### config.mk
export PLATFORM = sky130hd
export DESIGN_NAME = tslc_top
export DESIGN_NICKNAME = d
export VERILOG_FILES = /design/src/rtl/tslc_pkg.sv /design/src/rtl/tslc_top.sv
export VERILOG_INCLUDE_DIRS = /design/src /design/src/rtl
export SDC_FILE = /design/constraint.sdc
export NUM_CORES = 1
export LEC_CHECK = 0
export BUFFER_PORTS_ARGS = -buffer_cell sky130_fd_sc_hd__buf_2
export CAP_MARGIN = 0
export CORE_AREA = 10 10 173 175
export CTS_CLUSTER_SIZE = 40
export DETAILED_ROUTE_END_ITERATION = 10
export DIE_AREA = 0 0 183 185
export GPL_ROUTABILITY_DRIVEN = 0
export PLACE_DENSITY = 0.6
export SYNTH_ARGS = -nofsm -noshare
export SYNTH_HDL_FRONTEND = slang
export SYNTH_SLANG_ARGS = --single-unit
### constraint.sdc
create_clock -name sys_clk_i -period 7 [get_ports sys_clk_i]
set_input_delay 1.4 -clock sys_clk_i [delete_from_list [all_inputs] [get_ports sys_clk_i]]
set_output_delay 1.4 -clock sys_clk_i [all_outputs]
set_load 0.01 [all_outputs]
### src/rtl/tslc_map.svh
/*
  Register indices, field positions, reset values and event bit positions
  of the shunt limit and sum block.
  Assumes a bus whose byte address is four times the register index.
*/
`ifndef TSLC_MAP_SVH
`define TSLC_MAP_SVH

`define TSLC_NCH 3
`define TSLC_IDX_W 8
`define TSLC_IDX_LSB 2
`define TSLC_IDX_MSB 9

`define TSLC_IDX_CH1_FAST 8'h07
`define TSLC_IDX_CH1_SLOW 8'h08
`define TSLC_IDX_CH2_FAST 8'h09
`define TSLC_IDX_CH2_SLOW 8'h0A
`define TSLC_IDX_CH3_FAST 8'h0B
`define TSLC_IDX_CH3_SLOW 8'h0C
`define TSLC_IDX_SUM 8'h0D
`define TSLC_IDX_IRQ_STAT 8'h10
`define TSLC_IDX_IRQ_CLR 8'h11
`define TSLC_IDX_IRQ_EN 8'h12

`define TSLC_LIMIT_RST 16'h7FF8
`define TSLC_LIMIT_MASK 16'hFFF8
`define TSLC_SUM_RST 16'h0000
`define TSLC_LIM_HI 15
`define TSLC_LIM_LO 3
`define TSLC_SUM_HI 15
`define TSLC_SUM_LO 1
`define TSLC_SUM_RSV 1'h0

`define TSLC_EVT_W 8
`define TSLC_EVT_FAST_LO 0
`define TSLC_EVT_SLOW_LO 3
`define TSLC_EVT_SUM_TRIP 6
`define TSLC_EVT_SUM_UPD 7
`define TSLC_EN_RST 8'h00

`endif

### src/rtl/tslc_pkg.sv
/*
  Types shared by the shunt limit and sum block.
  Assumes nothing of its surroundings.
*/
package tslc_pkg;
  // Channel value aligned on the sum grid: 40 uV per step
  typedef logic signed [14:0] tslc_val_t;
  typedef logic [15:0] tslc_reg_t;
  // Bus slave read sequencing
  typedef enum logic [1:0] {
    TSLC_BUS_IDLE,
    TSLC_BUS_RD_WAIT,
    TSLC_BUS_RD_DONE
  } tslc_bus_state_t;
endpackage : tslc_pkg

### src/rtl/tslc_top.sv
/*
  Limit registers, shunt sum and compare logic of a three-channel current
  monitor, with an AHB-Lite register slave and a masked interrupt.
  Assumes conversion results, the cycle-complete strobe, the channel
  select bits and the sum limit come from logic on sys_clk_i.
*/
`timescale 1ns/100ps
`include "tslc_map.svh"

// Functional notes
// [RULE1] Every single conversion is checked against its channel's fast limit.
// [RULE2] Averaged results are checked against the channel's slow limit.
// [RULE3] Limit registers hold a 13-bit value in bits 15-3; bits 2-0 reserved.
// [RULE4] Limits reset to 7FF8h.
// [RULE5] The total sums single conversions of selected channels only.
// [RULE6] The total register updates once per completed measurement cycle.
// [RULE7] Total: sign on top, 14-bit magnitude in bits 14-1, 40 uV step.
// [RULE8] Total top bit is 0 when positive, 1 when negative two's complement.
// [RULE9] The total register is read-only and resets to zero.
// [RULE10] A select bit of 1 includes its channel; default excluded.
// [RULE11] A conversion above its fast limit sets its flag and critical alert.
// [RULE12] An average above its slow limit sets its flag and warning alert.
// [RULE13] After each completed cycle the total is checked against the limit.
// [RULE14] Compares are signed, aligned, and trip only on strictly greater.
// [RULE15] Reserved bits read zero and never affect compares or sums.
module tslc_top
  import tslc_pkg::*;
(
  input wire logic sys_clk_i,
  input wire logic rst_n_i,
  input wire logic hsel_i,
  input wire logic [31:0] haddr_i,
  input wire logic [1:0] htrans_i,
  input wire logic hwrite_i,
  input wire logic [2:0] hsize_i,
  input wire logic [31:0] hwdata_i,
  input wire logic hready_i,
  output logic [31:0] hrdata_o,
  output logic hreadyout_o,
  output logic hresp_o,
  input wire logic raw_valid_i,
  input wire logic [1:0] raw_chan_i,
  input wire logic [15:0] raw_data_i,
  input wire logic avg_valid_i,
  input wire logic [1:0] avg_chan_i,
  input wire logic [15:0] avg_data_i,
  input wire logic cycle_done_i,
  input wire logic [2:0] sum_channel_select_i,
  input wire logic [15:0] sum_limit_i,
  output logic [2:0] fast_trip_flags_o,
  output logic [2:0] slow_trip_flags_o,
  output logic sum_trip_o,
  output logic crit_alert_o,
  output logic warn_alert_o,
  output logic irq_o
);

  // Limit field in bits 15-3, sign-extended onto the 40 uV grid
  function automatic tslc_val_t lim_val(input tslc_reg_t r);
    lim_val = {{2{r[`TSLC_LIM_HI]}}, r[`TSLC_LIM_HI:`TSLC_LIM_LO]}; // [RULE15]
  endfunction : lim_val

  // Sum field in bits 15-1; bit 0 carries no weight
  function automatic tslc_val_t sum_val(input tslc_reg_t r);
    sum_val = r[`TSLC_SUM_HI:`TSLC_SUM_LO]; // [RULE15]
  endfunction : sum_val

  // Strictly greater, both operands signed on one grid
  function automatic logic over(input tslc_val_t m, input tslc_val_t l);
    over = (m > l); // [RULE14]
  endfunction : over

  tslc_reg_t fast_limit [`TSLC_NCH];
  tslc_reg_t slow_limit [`TSLC_NCH];
  tslc_reg_t total;
  tslc_val_t acc;
  tslc_val_t add_term;
  tslc_val_t next_total;
  logic next_sum_trip;
  logic [`TSLC_EVT_W-1:0] stat;
  logic [`TSLC_EVT_W-1:0] irq_en;
  logic [`TSLC_EVT_W-1:0] evt;
  logic [`TSLC_EVT_W-1:0] clr;
  logic [2:0] fast_hit;
  logic [2:0] slow_hit;
  tslc_bus_state_t bus_state;
  logic addr_take;
  logic wr_pend;
  logic [`TSLC_IDX_W-1:0] wr_idx;
  logic [`TSLC_IDX_W-1:0] rd_idx;
  logic [`TSLC_IDX_W-1:0] addr_idx;
  logic [31:0] rd_mux;

  // Address phase is taken only when the bus is ready and the slot is ours
  assign addr_idx = haddr_i[`TSLC_IDX_MSB:`TSLC_IDX_LSB];
  assign addr_take = hsel_i && htrans_i[1] && hready_i;
  assign hresp_o = 1'b0;

  // Reads insert one wait state so a write just before is always visible
  assign hreadyout_o = (bus_state != TSLC_BUS_RD_WAIT);

  // Bus sequencing for reads
  always_ff @(posedge sys_clk_i or negedge rst_n_i)
  begin
    if (!rst_n_i)
    begin
      bus_state <= TSLC_BUS_IDLE;
      rd_idx <= '0;
    end
    else
    begin
      case (bus_state)
        TSLC_BUS_RD_WAIT:
          bus_state <= TSLC_BUS_RD_DONE;
        TSLC_BUS_IDLE, TSLC_BUS_RD_DONE:
        begin
          if (addr_take && !hwrite_i)
          begin
            bus_state <= TSLC_BUS_RD_WAIT;
            rd_idx <= addr_idx;
          end
          else
          begin
            bus_state <= TSLC_BUS_IDLE;
          end
        end
        default:
          bus_state <= TSLC_BUS_IDLE;
      endcase
    end
  end

  // Pending write carried into its data phase
  always_ff @(posedge sys_clk_i or negedge rst_n_i)
  begin
    if (!rst_n_i)
    begin
      wr_pend <= 1'b0;
      wr_idx <= '0;
    end
    else
    begin
      wr_pend <= addr_take && hwrite_i;
      if (addr_take && hwrite_i)
      begin
        wr_idx <= addr_idx;
      end
    end
  end

  // Read decode; unmapped and write-only addresses read zero
  always_comb
  begin
    rd_mux = '0;
    case (rd_idx)
      `TSLC_IDX_CH1_FAST: rd_mux[15:0] = fast_limit[0];
      `TSLC_IDX_CH1_SLOW: rd_mux[15:0] = slow_limit[0];
      `TSLC_IDX_CH2_FAST: rd_mux[15:0] = fast_limit[1];
      `TSLC_IDX_CH2_SLOW: rd_mux[15:0] = slow_limit[1];
      `TSLC_IDX_CH3_FAST: rd_mux[15:0] = fast_limit[2];
      `TSLC_IDX_CH3_SLOW: rd_mux[15:0] = slow_limit[2];
      `TSLC_IDX_SUM: rd_mux[15:0] = total;
      `TSLC_IDX_IRQ_STAT: rd_mux[`TSLC_EVT_W-1:0] = stat;
      `TSLC_IDX_IRQ_EN: rd_mux[`TSLC_EVT_W-1:0] = irq_en;
      default: rd_mux = '0;
    endcase
  end

  // Read data is registered in the wait cycle and held afterwards
  always_ff @(posedge sys_clk_i or negedge rst_n_i)
  begin
    if (!rst_n_i)
    begin
      hrdata_o <= '0;
    end
    else if (bus_state == TSLC_BUS_RD_WAIT)
    begin
      hrdata_o <= rd_mux;
    end
  end

  // Limit registers; a write stores bits 15-3 and keeps 2-0 at zero
  generate
    for (genvar c = 0; c < `TSLC_NCH; c++)
    begin : g_limit
      localparam logic [`TSLC_IDX_W-1:0] FAST_IDX =
        `TSLC_IDX_W'(`TSLC_IDX_CH1_FAST + 2 * c); // [RULE1]
      localparam logic [`TSLC_IDX_W-1:0] SLOW_IDX =
        `TSLC_IDX_W'(`TSLC_IDX_CH1_SLOW + 2 * c); // [RULE2]

      always_ff @(posedge sys_clk_i or negedge rst_n_i)
      begin
        if (!rst_n_i)
        begin
          fast_limit[c] <= `TSLC_LIMIT_RST; // [RULE4]
          slow_limit[c] <= `TSLC_LIMIT_RST; // [RULE4]
        end
        else if (wr_pend)
        begin
          if (wr_idx == FAST_IDX)
          begin
            fast_limit[c] <= hwdata_i[15:0] & `TSLC_LIMIT_MASK; // [RULE3]
          end
          if (wr_idx == SLOW_IDX)
          begin
            slow_limit[c] <= hwdata_i[15:0] & `TSLC_LIMIT_MASK; // [RULE3]
          end
        end
      end

      // Per-channel compares, each on the result that belongs to it
      assign fast_hit[c] = raw_valid_i && (raw_chan_i == 2'(c)) &&
        over(lim_val(raw_data_i), lim_val(fast_limit[c])); // [RULE1]
      assign slow_hit[c] = avg_valid_i && (avg_chan_i == 2'(c)) &&
        over(lim_val(avg_data_i), lim_val(slow_limit[c])); // [RULE2]

      // Flags follow the latest result of their own channel
      always_ff @(posedge sys_clk_i or negedge rst_n_i)
      begin
        if (!rst_n_i)
        begin
          fast_trip_flags_o[c] <= 1'b0;
          slow_trip_flags_o[c] <= 1'b0;
        end
        else
        begin
          if (raw_valid_i && (raw_chan_i == 2'(c)))
          begin
            fast_trip_flags_o[c] <= fast_hit[c]; // [RULE11]
          end
          if (avg_valid_i && (avg_chan_i == 2'(c)))
          begin
            slow_trip_flags_o[c] <= slow_hit[c]; // [RULE12]
          end
        end
      end
    end
  endgenerate

  // Only selected channels feed the running total; channel 3 index unused
  always_comb
  begin
    add_term = '0;
    if (raw_valid_i && (raw_chan_i < 2'(`TSLC_NCH)))
    begin
      if (sum_channel_select_i[raw_chan_i]) // [RULE10]
      begin
        add_term = lim_val(raw_data_i); // [RULE5]
      end
    end
  end

  // A conversion landing with the cycle strobe still counts in this cycle
  assign next_total = 15'(acc + add_term); // [RULE7]
  assign next_sum_trip = over(next_total, sum_val(sum_limit_i)); // [RULE13]

  // Running accumulator, restarted at every completed cycle
  always_ff @(posedge sys_clk_i or negedge rst_n_i)
  begin
    if (!rst_n_i)
    begin
      acc <= '0;
    end
    else if (cycle_done_i)
    begin
      acc <= '0;
    end
    else
    begin
      acc <= next_total; // [RULE5]
    end
  end

  // Total register moves only on a completed cycle, never mid-cycle.
  // Three 13-bit values cannot overflow the 15-bit field.
  always_ff @(posedge sys_clk_i or negedge rst_n_i)
  begin
    if (!rst_n_i)
    begin
      total <= `TSLC_SUM_RST; // [RULE9]
      sum_trip_o <= 1'b0;
    end
    else if (cycle_done_i)
    begin
      total <= {next_total, `TSLC_SUM_RSV}; // [RULE6] [RULE8]
      sum_trip_o <= next_sum_trip; // [RULE13]
    end
  end

  // Critical covers fast trips and the sum trip; warning the slow trips
  assign crit_alert_o = |fast_trip_flags_o || sum_trip_o; // [RULE11]
  assign warn_alert_o = |slow_trip_flags_o; // [RULE12]

  // Interrupt events, one pulse each
  always_comb
  begin
    evt = '0;
    evt[`TSLC_EVT_FAST_LO +: 3] = fast_hit;
    evt[`TSLC_EVT_SLOW_LO +: 3] = slow_hit;
    evt[`TSLC_EVT_SUM_TRIP] = cycle_done_i && next_sum_trip;
    evt[`TSLC_EVT_SUM_UPD] = cycle_done_i;
  end

  // Write-one-to-clear strobe from the clear register
  always_comb
  begin
    clr = '0;
    if (wr_pend && (wr_idx == `TSLC_IDX_IRQ_CLR))
    begin
      clr = hwdata_i[`TSLC_EVT_W-1:0];
    end
  end

  // Sticky status; a new event wins over a clear in the same cycle
  always_ff @(posedge sys_clk_i or negedge rst_n_i)
  begin
    if (!rst_n_i)
    begin
      stat <= '0;
    end
    else
    begin
      stat <= (stat & ~clr) | evt;
    end
  end

  // Interrupt enable register
  always_ff @(posedge sys_clk_i or negedge rst_n_i)
  begin
    if (!rst_n_i)
    begin
      irq_en <= `TSLC_EN_RST;
    end
    else if (wr_pend && (wr_idx == `TSLC_IDX_IRQ_EN))
    begin
      irq_en <= hwdata_i[`TSLC_EVT_W-1:0];
    end
  end

  // Level interrupt while any enabled status bit stands
  assign irq_o = |(stat & irq_en);

endmodule : tslc_top

# Word-level counts from Yosys, hierarchy flattened
# Index checks and enable logic that the tools add are counted.
[totals] ff_bits=166 in_bits=132 out_inout_bits=44
[classes] add_sub_neg=1 n_lt_le_gt_ge=9 eq_ne=24 n_mux=10 bitwise_logic=4 n_reduce_logical=36
[ops] cell="8-bit by 4-bit equality test with 1-bit output (second input constant)" count=11
[ops] cell="13-bit > comparator" count=6
[ops] cell="8-bit one-hot mux with 9 select lines" count=1
[ops] cell="8-bit one-hot mux with 7 select lines" count=1
[ops] cell="15-bit 2-to-1 mux" count=3
[ops] cell="8-bit by 5-bit equality test with 1-bit output (second input constant)" count=4
[ops] cell="1-bit logical AND" count=20
[ops] cell="8-bit AND" count=2
[ops] cell="8-bit by 3-bit equality test with 1-bit output (second input constant)" count=2
[ops] cell="15-bit adder" count=1
[ops] cell="15-bit > comparator" count=1
[ops] cell="2-bit AND reduction" count=7
[ops] cell="8-bit 2-to-1 mux" count=1
[ops] cell="8-bit NOT" count=1
[ops] cell="8-bit bitwise OR" count=1
[ops] cell="8-bit OR reduction" count=1
[ops] cell="2-bit by 1-bit equality test with 1-bit output (second input constant)" count=3
[ops] cell="2-bit equality test (second input constant)" count=3
[ops] cell="2-bit zero test" count=3
[ops] cell="3-bit OR reduction" count=2
[ops] cell="2-bit one-hot mux with 2 select lines" count=1
[ops] cell="2-bit by 3-bit less-than comparator with 1-bit output (second input constant)" count=1
[ops] cell="1-bit binary-select mux with 2-bit select" count=1
[ops] cell="2-bit less-than comparator (second input constant)" count=1
[ops] cell="5 further kinds" count=6

# Logic depth before layout (Yosys ltp)
# Gate-level depths: netlist (run 1).
[logic_depth] depth_word=8 mapped_depth=19

# Worst setup path after synthesis (run 1)
# No wires, ideal clock.
[synth_timing] path_type="input -> register" start="in raw_chan_i[0]" end="reg sum_trip_o" arrival_ns=4.752 required_time_ns=6.882 slack_ns=2.130 cell_stages=19 path_cell_list="mux2i_1 o21ai_0 clkbuf_1 and3_1 ha_1 fa_1 a21o_1 a221oi_4 o21ai_0 a21oi_1 xor2_1 inv_1 ha_1 a21oi_1 nor2_1 a211oi_1 o2111a_1 a221oi_1 a21o_1"
[synth_via] elab_chain_len=6 word_cells_on_any_way=8
[synth_lines] item="from (decl)" line="tslc_top.sv:42" source="input wire logic [1:0] raw_chan_i,"
[synth_lines] item="1-bit binary-select mux with 2-bit select" line="tslc_top.sv:246" source="if (sum_channel_select_i[raw_chan_i])"
[synth_lines] item="1-bit 2-to-1 mux (implied by the code)" line="tslc_top.sv:246"
[synth_lines] item="15-bit 2-to-1 mux" line="tslc_top.sv:246"
[synth_lines] item="15-bit 2-to-1 mux *" line="tslc_top.sv:244" source="if (raw_valid_i && (raw_chan_i < 2'(`TSLC_NCH)))"
[synth_lines] item="15-bit adder *" line="tslc_top.sv:254" source="assign next_total = 15'(acc + add_term);"
[synth_lines] item="net next_total[8]" line="tslc_top.sv:78" source="tslc_val_t next_total;"
[synth_lines] item="15-bit > comparator *" line="tslc_top.sv:70" source="over = (m > l);"
[synth_lines] item="to (signal assigned)" line="tslc_top.sv:286" source="sum_trip_o <= next_sum_trip;"
[synth_lines] item="to (decl)" line="tslc_top.sv:52" source="output logic sum_trip_o,"
# The timed path passes the listed nets; every way through them passes the cells marked *. The select of a mux whose other input is x is not followed.
# A chain may end at the register's enable or synchronous reset.

# Worst setup path in the final report (run 1)
[layout_timing] start="in raw_chan_i[0]" end="reg stat[6]"
[layout_via] elab_chain_len=8 word_cells_on_any_way=10
[layout_lines] item="1-bit binary-select mux with 2-bit select" line="tslc_top.sv:246"
[layout_lines] item="1-bit 2-to-1 mux (implied by the code)" line="tslc_top.sv:246"
[layout_lines] item="15-bit 2-to-1 mux" line="tslc_top.sv:246"
[layout_lines] item="15-bit 2-to-1 mux *" line="tslc_top.sv:244"
[layout_lines] item="15-bit adder *" line="tslc_top.sv:254"
[layout_lines] item="net next_total[14]" line="tslc_top.sv:78"
[layout_lines] item="15-bit > comparator *" line="tslc_top.sv:70"
[layout_lines] item="1-bit logical AND *" line="tslc_top.sv:300" source="evt[`TSLC_EVT_SUM_TRIP] = cycle_done_i && next_sum_trip;"
[layout_lines] item="8-bit bitwise OR *" line="tslc_top.sv:323" source="stat <= (stat & ~clr) | evt;"
[layout_lines] item="to (signal assigned)" line="tslc_top.sv:323"
[layout_lines] item="to (decl)" line="tslc_top.sv:80" source="logic [`TSLC_EVT_W-1:0] stat;"
# Marked as above.

==> results.toml, run 1 <==
[setup_path]
rr_startpoint = "acc[0]"
crit_type = "in2reg"
worst_path_max_delay_cell = "a221oi_1"
critical_path_arrival_ns = 5.57
startpoint_type = "primary input"
slowest_delay_ns = 0.61
r2r_end = "stat[6]"
startpoint = "raw_chan_i[0]"
r2r_slack_ns = 3.14
reg2reg_depth = 13
crit_end = "stat[6]"
cp_num_buf_inv = 2
cp-end-kind = "flop"
worst-path-stages = 18
worstPathCellList = "buf_2, mux2i_1, o21ai_0, buf_4, and3_1, ha_1, fa_1, a21o_1, a221oi_4, o221ai_1, a21oi_1, xnor2_1, ha_1, nand4_1, nor3_1, o21ai_0, a221oi_1, a21o_1"
cp_top_family = "compound AO/OA/AOI/OAI gates"
worstPathMaxFanout = 13
cp.required_ns = 7.37

[place]
dp_hpwl_mm = 22.5
dp_cells = 1510
portBuffers = 107

[die]
core_area_mm2 = 0.0266
die_x_um = 183
die_area_mm2 = 0.0339
ioPinCount = 176
fp.dieH_um = 185
rows = 60
start_util_pct = 39.4

[synthesis]
synth_edf_count = 0
ys_top_cells_by_count = "nand2_1 (178), inv_1 (111), ha_1 (107), dfrtp_1 (94), o21ai_0 (86)"
yosysMostFrequentCell = "nand2_1"
ys_warn_count = 0
ys_seq_elements = 166
syn_area_mm2 = 0.0105
synthTopCellsByArea = "dfrtp_1 (22%), dfstp_2 (18%), ha_1 (13%)"
ys.flop_type = "dfrtp_1"
ys_async_sr_fraction_pct = 100
yosysSeqAreaShare_pct = 40.6
yosysTopAreaCell = "dfrtp_1"
ys_types = 72
synth.top_cell.area_share_pct = 22.5
synthCells = 1096
syn_area_per_cell_um2 = 9.54

[final_layout]
area_growth_pct = 13.0
final_core_util_pct = 44.4
num-nets-final = 1428
final_layout_size_suffix_gt1_share_pct = 23.8
instances_no_fill = 1544

[grt]
grt_start_max_net_pins = 113
grt_remaining_overflow = 0
first_global_vias = 8232
grt_pass1_wl_mm = 46.1
antenna_found_initial = 3
track_usage_pct = 17.3

[power]
p_leak_nw = 6.10
power-per-cell-area_mw_per_mm2 = 235
report.power.total_mw = 2.77
peakVddDrop_mv = 0.179

[sta]
clock_skew_ns = 0.0105
whs_ns = 0.482
slew_viol_final = 0
hold_viol = 0
post-route-period-util_pct = 74.3
setup_viol = 0
max_freq_mhz = 192
min_period_ns = 5.20
max_slew_margin_pct = 28.7
rsz0062_at_grt = "no"
worstMarginPinSlew_ns = 1.07
finalSetupTns_ns = 0

[drt]
wire_per_inst_um = 19.0
drc = 0
vias = 8259
routed_via_density = 5.35
postRouteAntennaNets = 0
routed_wl_mm = 29.3
drt_iter0_markers = 656
firstDrtPassIters = 4

[clock_tree]
clock_latency_ns = 0.43
cts_root_buffer = "clkbuf_16"
cts_hold_buf = 0
cts_tree = "yes"
path_clk_slew_ns = 0.07
cts_resized = 0
cts-buffers-inserted = 17
cts-htree-levels = 4
postCtsSetupBuffers = 0
clockBufferDepth = 2
clock_sinks = 166

[job]
drv_cap = 0

[outcome]
status = "finished, final reports clean"

[worst_hold_path]
hp-start = "wr_idx[6]"
hold_path_class = "reg2reg"
==> worst min-delay path by stage <==
stage / end / slack, ns / cells after the start
final: wr_idx[6] / 0.48 / 2
after floorplan: wr_idx[5] / 0.45 / 2
after detailed placement: wr_idx[7] / 0.47 / 2
after global routing: hrdata_o[0] / 0.51 / 2
after CTS: wr_idx[7] / 0.49 / 2
after global placement: hrdata_o[0] / 0.47 / 2
==> flip-flops by register name, summed over array words and instances, names as in the netlist, 15 cells and up <==
register / cells
acc: 15
fast_limit: 39
slow_limit: 39
hrdata_o: 16
total: 15
==> worst min-delay path: stages, from the launching register on <==
cell and delay [ns]:
dfrtp_1 0.35, nand2_1 0.05, nand2_1 0.05
==> metal layers <==
layer / vias to the layer above / wire length (µm) / share of wire (%) / global-route usage (%)
met1: 4012 / 13000 / 45 / 22.8
li1: 4000 / - / - / -
met2: 213 / 13900 / 47 / 28.0
met5: - / 17 / 0.058 / 0
met3: 32 / 1820 / 6.2 / 3.64
met4: 2 / 520 / 1.8 / 5.18
==> cells in the final DEF (no fill, tap or decap), types with 8 or more instances in the layout <==
cell type,count
a21o_1,30
nor2_1,37
a22o_1,8
conb_1,17
a21oi_1,42
o21ai_2,8
inv_1,111
o21ai_0,86
nand3_1,11
mux2_2,39
clkbuf_16,17
buf_2,106
and3_1,21
nand2_1,178
a22oi_1,20
and2_1,10
mux2i_1,19
nand4_1,18
dfrtp_1,94
ha_1,107
dfstp_2,72
==> power by group <==
part / switching, mW / internal (mW)
clock: 0.426 / 0.535
sequential: 0.0901 / 1.11
combinational: 0.358 / 0.252
==> logic make-up (layout without fill, tap and decap cells) <==
| family | after synthesis | count (layout) | share of synthesized area, % |
|---|---|---|---|
| flops | 166 | 166 | 40.6 |
| buf+inv | 169 | 258 | 7.08 |
| simple gates | 324 | 324 | 15.3 |
| xor+xnor | 11 | 11 | 0.921 |
| compound gates | 252 | 252 | 15.6 |
| fa+ha+maj | 108 | 108 | 13.0 |
| other cells | 1 | 19 | 0.0359 |
| mux | 65 | 65 | 7.45 |
==> layout make-up <==
class                   instances  area (µm²)
diodes                          2        5.00
clock buffers                  17         425
clock inverters                15         168
fillers                      2619       14800
inverters                     113         424
multi-input cells             777        5530
flip-flops and latches        166        4240
well taps                     341         427
repair buffers                113         587
==> stage by stage <==
| stage | cell area [µm²] | worst slack (ns) |
|---|---|---|
| finish | 11800 | 1.80 |
| global route | 11800 | 1.48 |
| CTS | 11800 | 1.76 |
| detailed placement | 11200 | 1.34 |
| global placement | 11200 | 1.36 |
| floorplan | 10500 | 2.13 |
No activity file was read; power rests on OpenSTA's default activity.
==> run 2, diff against run 1 <==
==> constraint.sdc (replaced) <==
create_clock -name sys_clk_i -period 5.08 [get_ports sys_clk_i]
set_input_delay 1.016 -clock sys_clk_i [delete_from_list [all_inputs] [get_ports sys_clk_i]]
set_output_delay 1.016 -clock sys_clk_i [all_outputs]
set_load 0.01 [all_outputs]
==> results.toml, run 2 (synthesis gave the netlist of run 1 again) <==
[sta]
clock_skew_ns = 0.00825
max_freq_mhz = 212
setup_slack_ns = 0.356
rsz0062_at_grt = "no"
hold_viol = 0
min_period_ns = 4.72
slew_viol_final = 0
finalSetupTns_ns = 0
whs_ns = 0.485
setup_viol = 0
max_slew_margin_pct = 35.0
post-route-period-util_pct = 93.0
worstMarginPinSlew_ns = 0.973

[clock_tree]
path_clk_slew_ns = 0.07
cts_root_buffer = "clkbuf_16"
cts-htree-levels = 4
cts_resized = 0
cts_tree = "yes"
clock_sinks = 166
clockBufferDepth = 2
clock_latency_ns = 0.43
cts-buffers-inserted = 17
postCtsSetupBuffers = 0
cts_hold_buf = 0

[job]
drv_cap = 0

[grt]
grt_start_max_net_pins = 90
antenna_found_initial = 2
grt_pass1_wl_mm = 46.4
track_usage_pct = 17.5
first_global_vias = 8332
grt_remaining_overflow = 0

[drt]
routed_wl_mm = 29.5
drt_iter0_markers = 526
drc = 0
postRouteAntennaNets = 0
routed_via_density = 5.31
firstDrtPassIters = 5
wire_per_inst_um = 19.0
vias = 8231

[power]
combPwrFrac_pct = 21.7
switching_share_pct = 30.7
power-per-cell-area_mw_per_mm2 = 329
p_int_mw = 2.72
peakVddDrop_mv = 0.235
pwr-share-seq_pct = 42.2
power_switching_mw = 1.20
p_clk_share_pct = 36.2
p_leak_nw = 6.16

[die]
rows = 60
die_area_mm2 = 0.0339
die_x_um = 183
fp.dieH_um = 185
core_area_mm2 = 0.0266
start_util_pct = 39.4
ioPinCount = 176

[final_layout]
top_regs = "fast_limit (39), slow_limit (39), hrdata_o (16)"
final_common_cell = "nand2_1"
most-common-layout-cells = "nand2_1 (178), inv_1 (111), ha_1 (107), buf_2 (106), dfrtp_1 (94)"
multiInputGateArea_mm2 = 0.00553
regArea_mm2 = 0.00424
final_layout_size_suffix_gt1_share_pct = 24.3
instances_no_fill = 1550
num-nets-final = 1435
area_growth_pct = 14.0
fill_cells = 2610

[setup_path]
cp.required_ns = 5.45
worstPathMaxFanout = 4
critical_path_arrival_ns = 5.09
cp-end-kind = "flop"
startpoint_type = "primary input"
crit_type = "in2reg"

[place]
portBuffers = 107
dp_cells = 1517
dp_hpwl_mm = 22.8
post-place-ws_ns = -0.0439

[worst_hold_path]
hold_path_class = "reg2reg"

[outcome]
status = "finished, final reports clean"
==> run 2: per-layer routing <==
layer / part of all wire [%] / global-route usage [%] / up-vias / routed length, µm
met5: 0.12 / 0 / - / 34
met4: 2.1 / 5.57 / 4 / 623
met3: 5.8 / 4.06 / 38 / 1710
met2: 48 / 29.2 / 196 / 14000
met1: 44 / 22.0 / 3983 / 13100
li1: - / - / 4010 / -
==> run 2: final timing paths <==
check	start	to	slack (ns)	depth (start not counted)
min in group asynchronous	rst_n_i	acc[0]	0.66	1
max	raw_chan_i[0]	sum_trip_o	0.36	19
max reg2reg	acc[0]	sum_trip_o	1.27	15
min	hrdata_o[1]	hrdata_o[1]	0.48	2
min reg2reg	hrdata_o[1]	hrdata_o[1]	0.48	2
max in group asynchronous	rst_n_i	fast_limit[9]	3.46	2
==> run 2: power by group through the flow <==
stage          Combinational [mW]  Clock [mW]  Sequential, mW
2_1_floorplan               0.581           0            1.63
3_3_place_gp                0.824           0            1.67
3_5_place_dp                0.845           0            1.68
4_1_cts                     0.851        1.44            1.66
5_1_grt                     0.966        1.49            1.67
6_report                    0.850        1.42            1.65
==> run 2: critical path, stage by stage <==
cell and delay [ns]:
buf_2 0.13, mux2i_1 0.18, o21ai_0 0.17, and3_1 0.24
ha_1 0.20, fa_1 0.41, a21o_1 0.24, a221oi_4 0.29
buf_4 0.18, o221ai_1 0.13, a21oi_1 0.21, xnor2_1 0.11
ha_1 0.34, nand4_1 0.16, nor3_1 0.36, o21ai_0 0.15
a221oi_1 0.31, buf_4 0.19, a21o_1 0.08
==> run 2: final cells by class <==
cell class | instances | area share, %
multi-input cells | 777 | 46.4
flip-flops and latches | 166 | 35.6
repair buffers | 120 | 5.47
well taps | 341 | 3.58
clock buffers | 17 | 3.57
inverters | 113 | 3.56
clock inverters | 15 | 1.76
diodes | 1 | 0.0210
==> run 2: through the flow <==
step / area [µm²] / utilization (%) / power, mW
2_1_floorplan: 10500 / - / 2.21
3_3_place_gp: 11300 / 42.4 / 2.50
3_5_place_dp: 11300 / 42.4 / 2.52
4_1_cts: 11900 / 44.8 / 3.95
5_1_grt: 11900 / 44.8 / 4.13
6_report: 11900 / 44.8 / 3.92
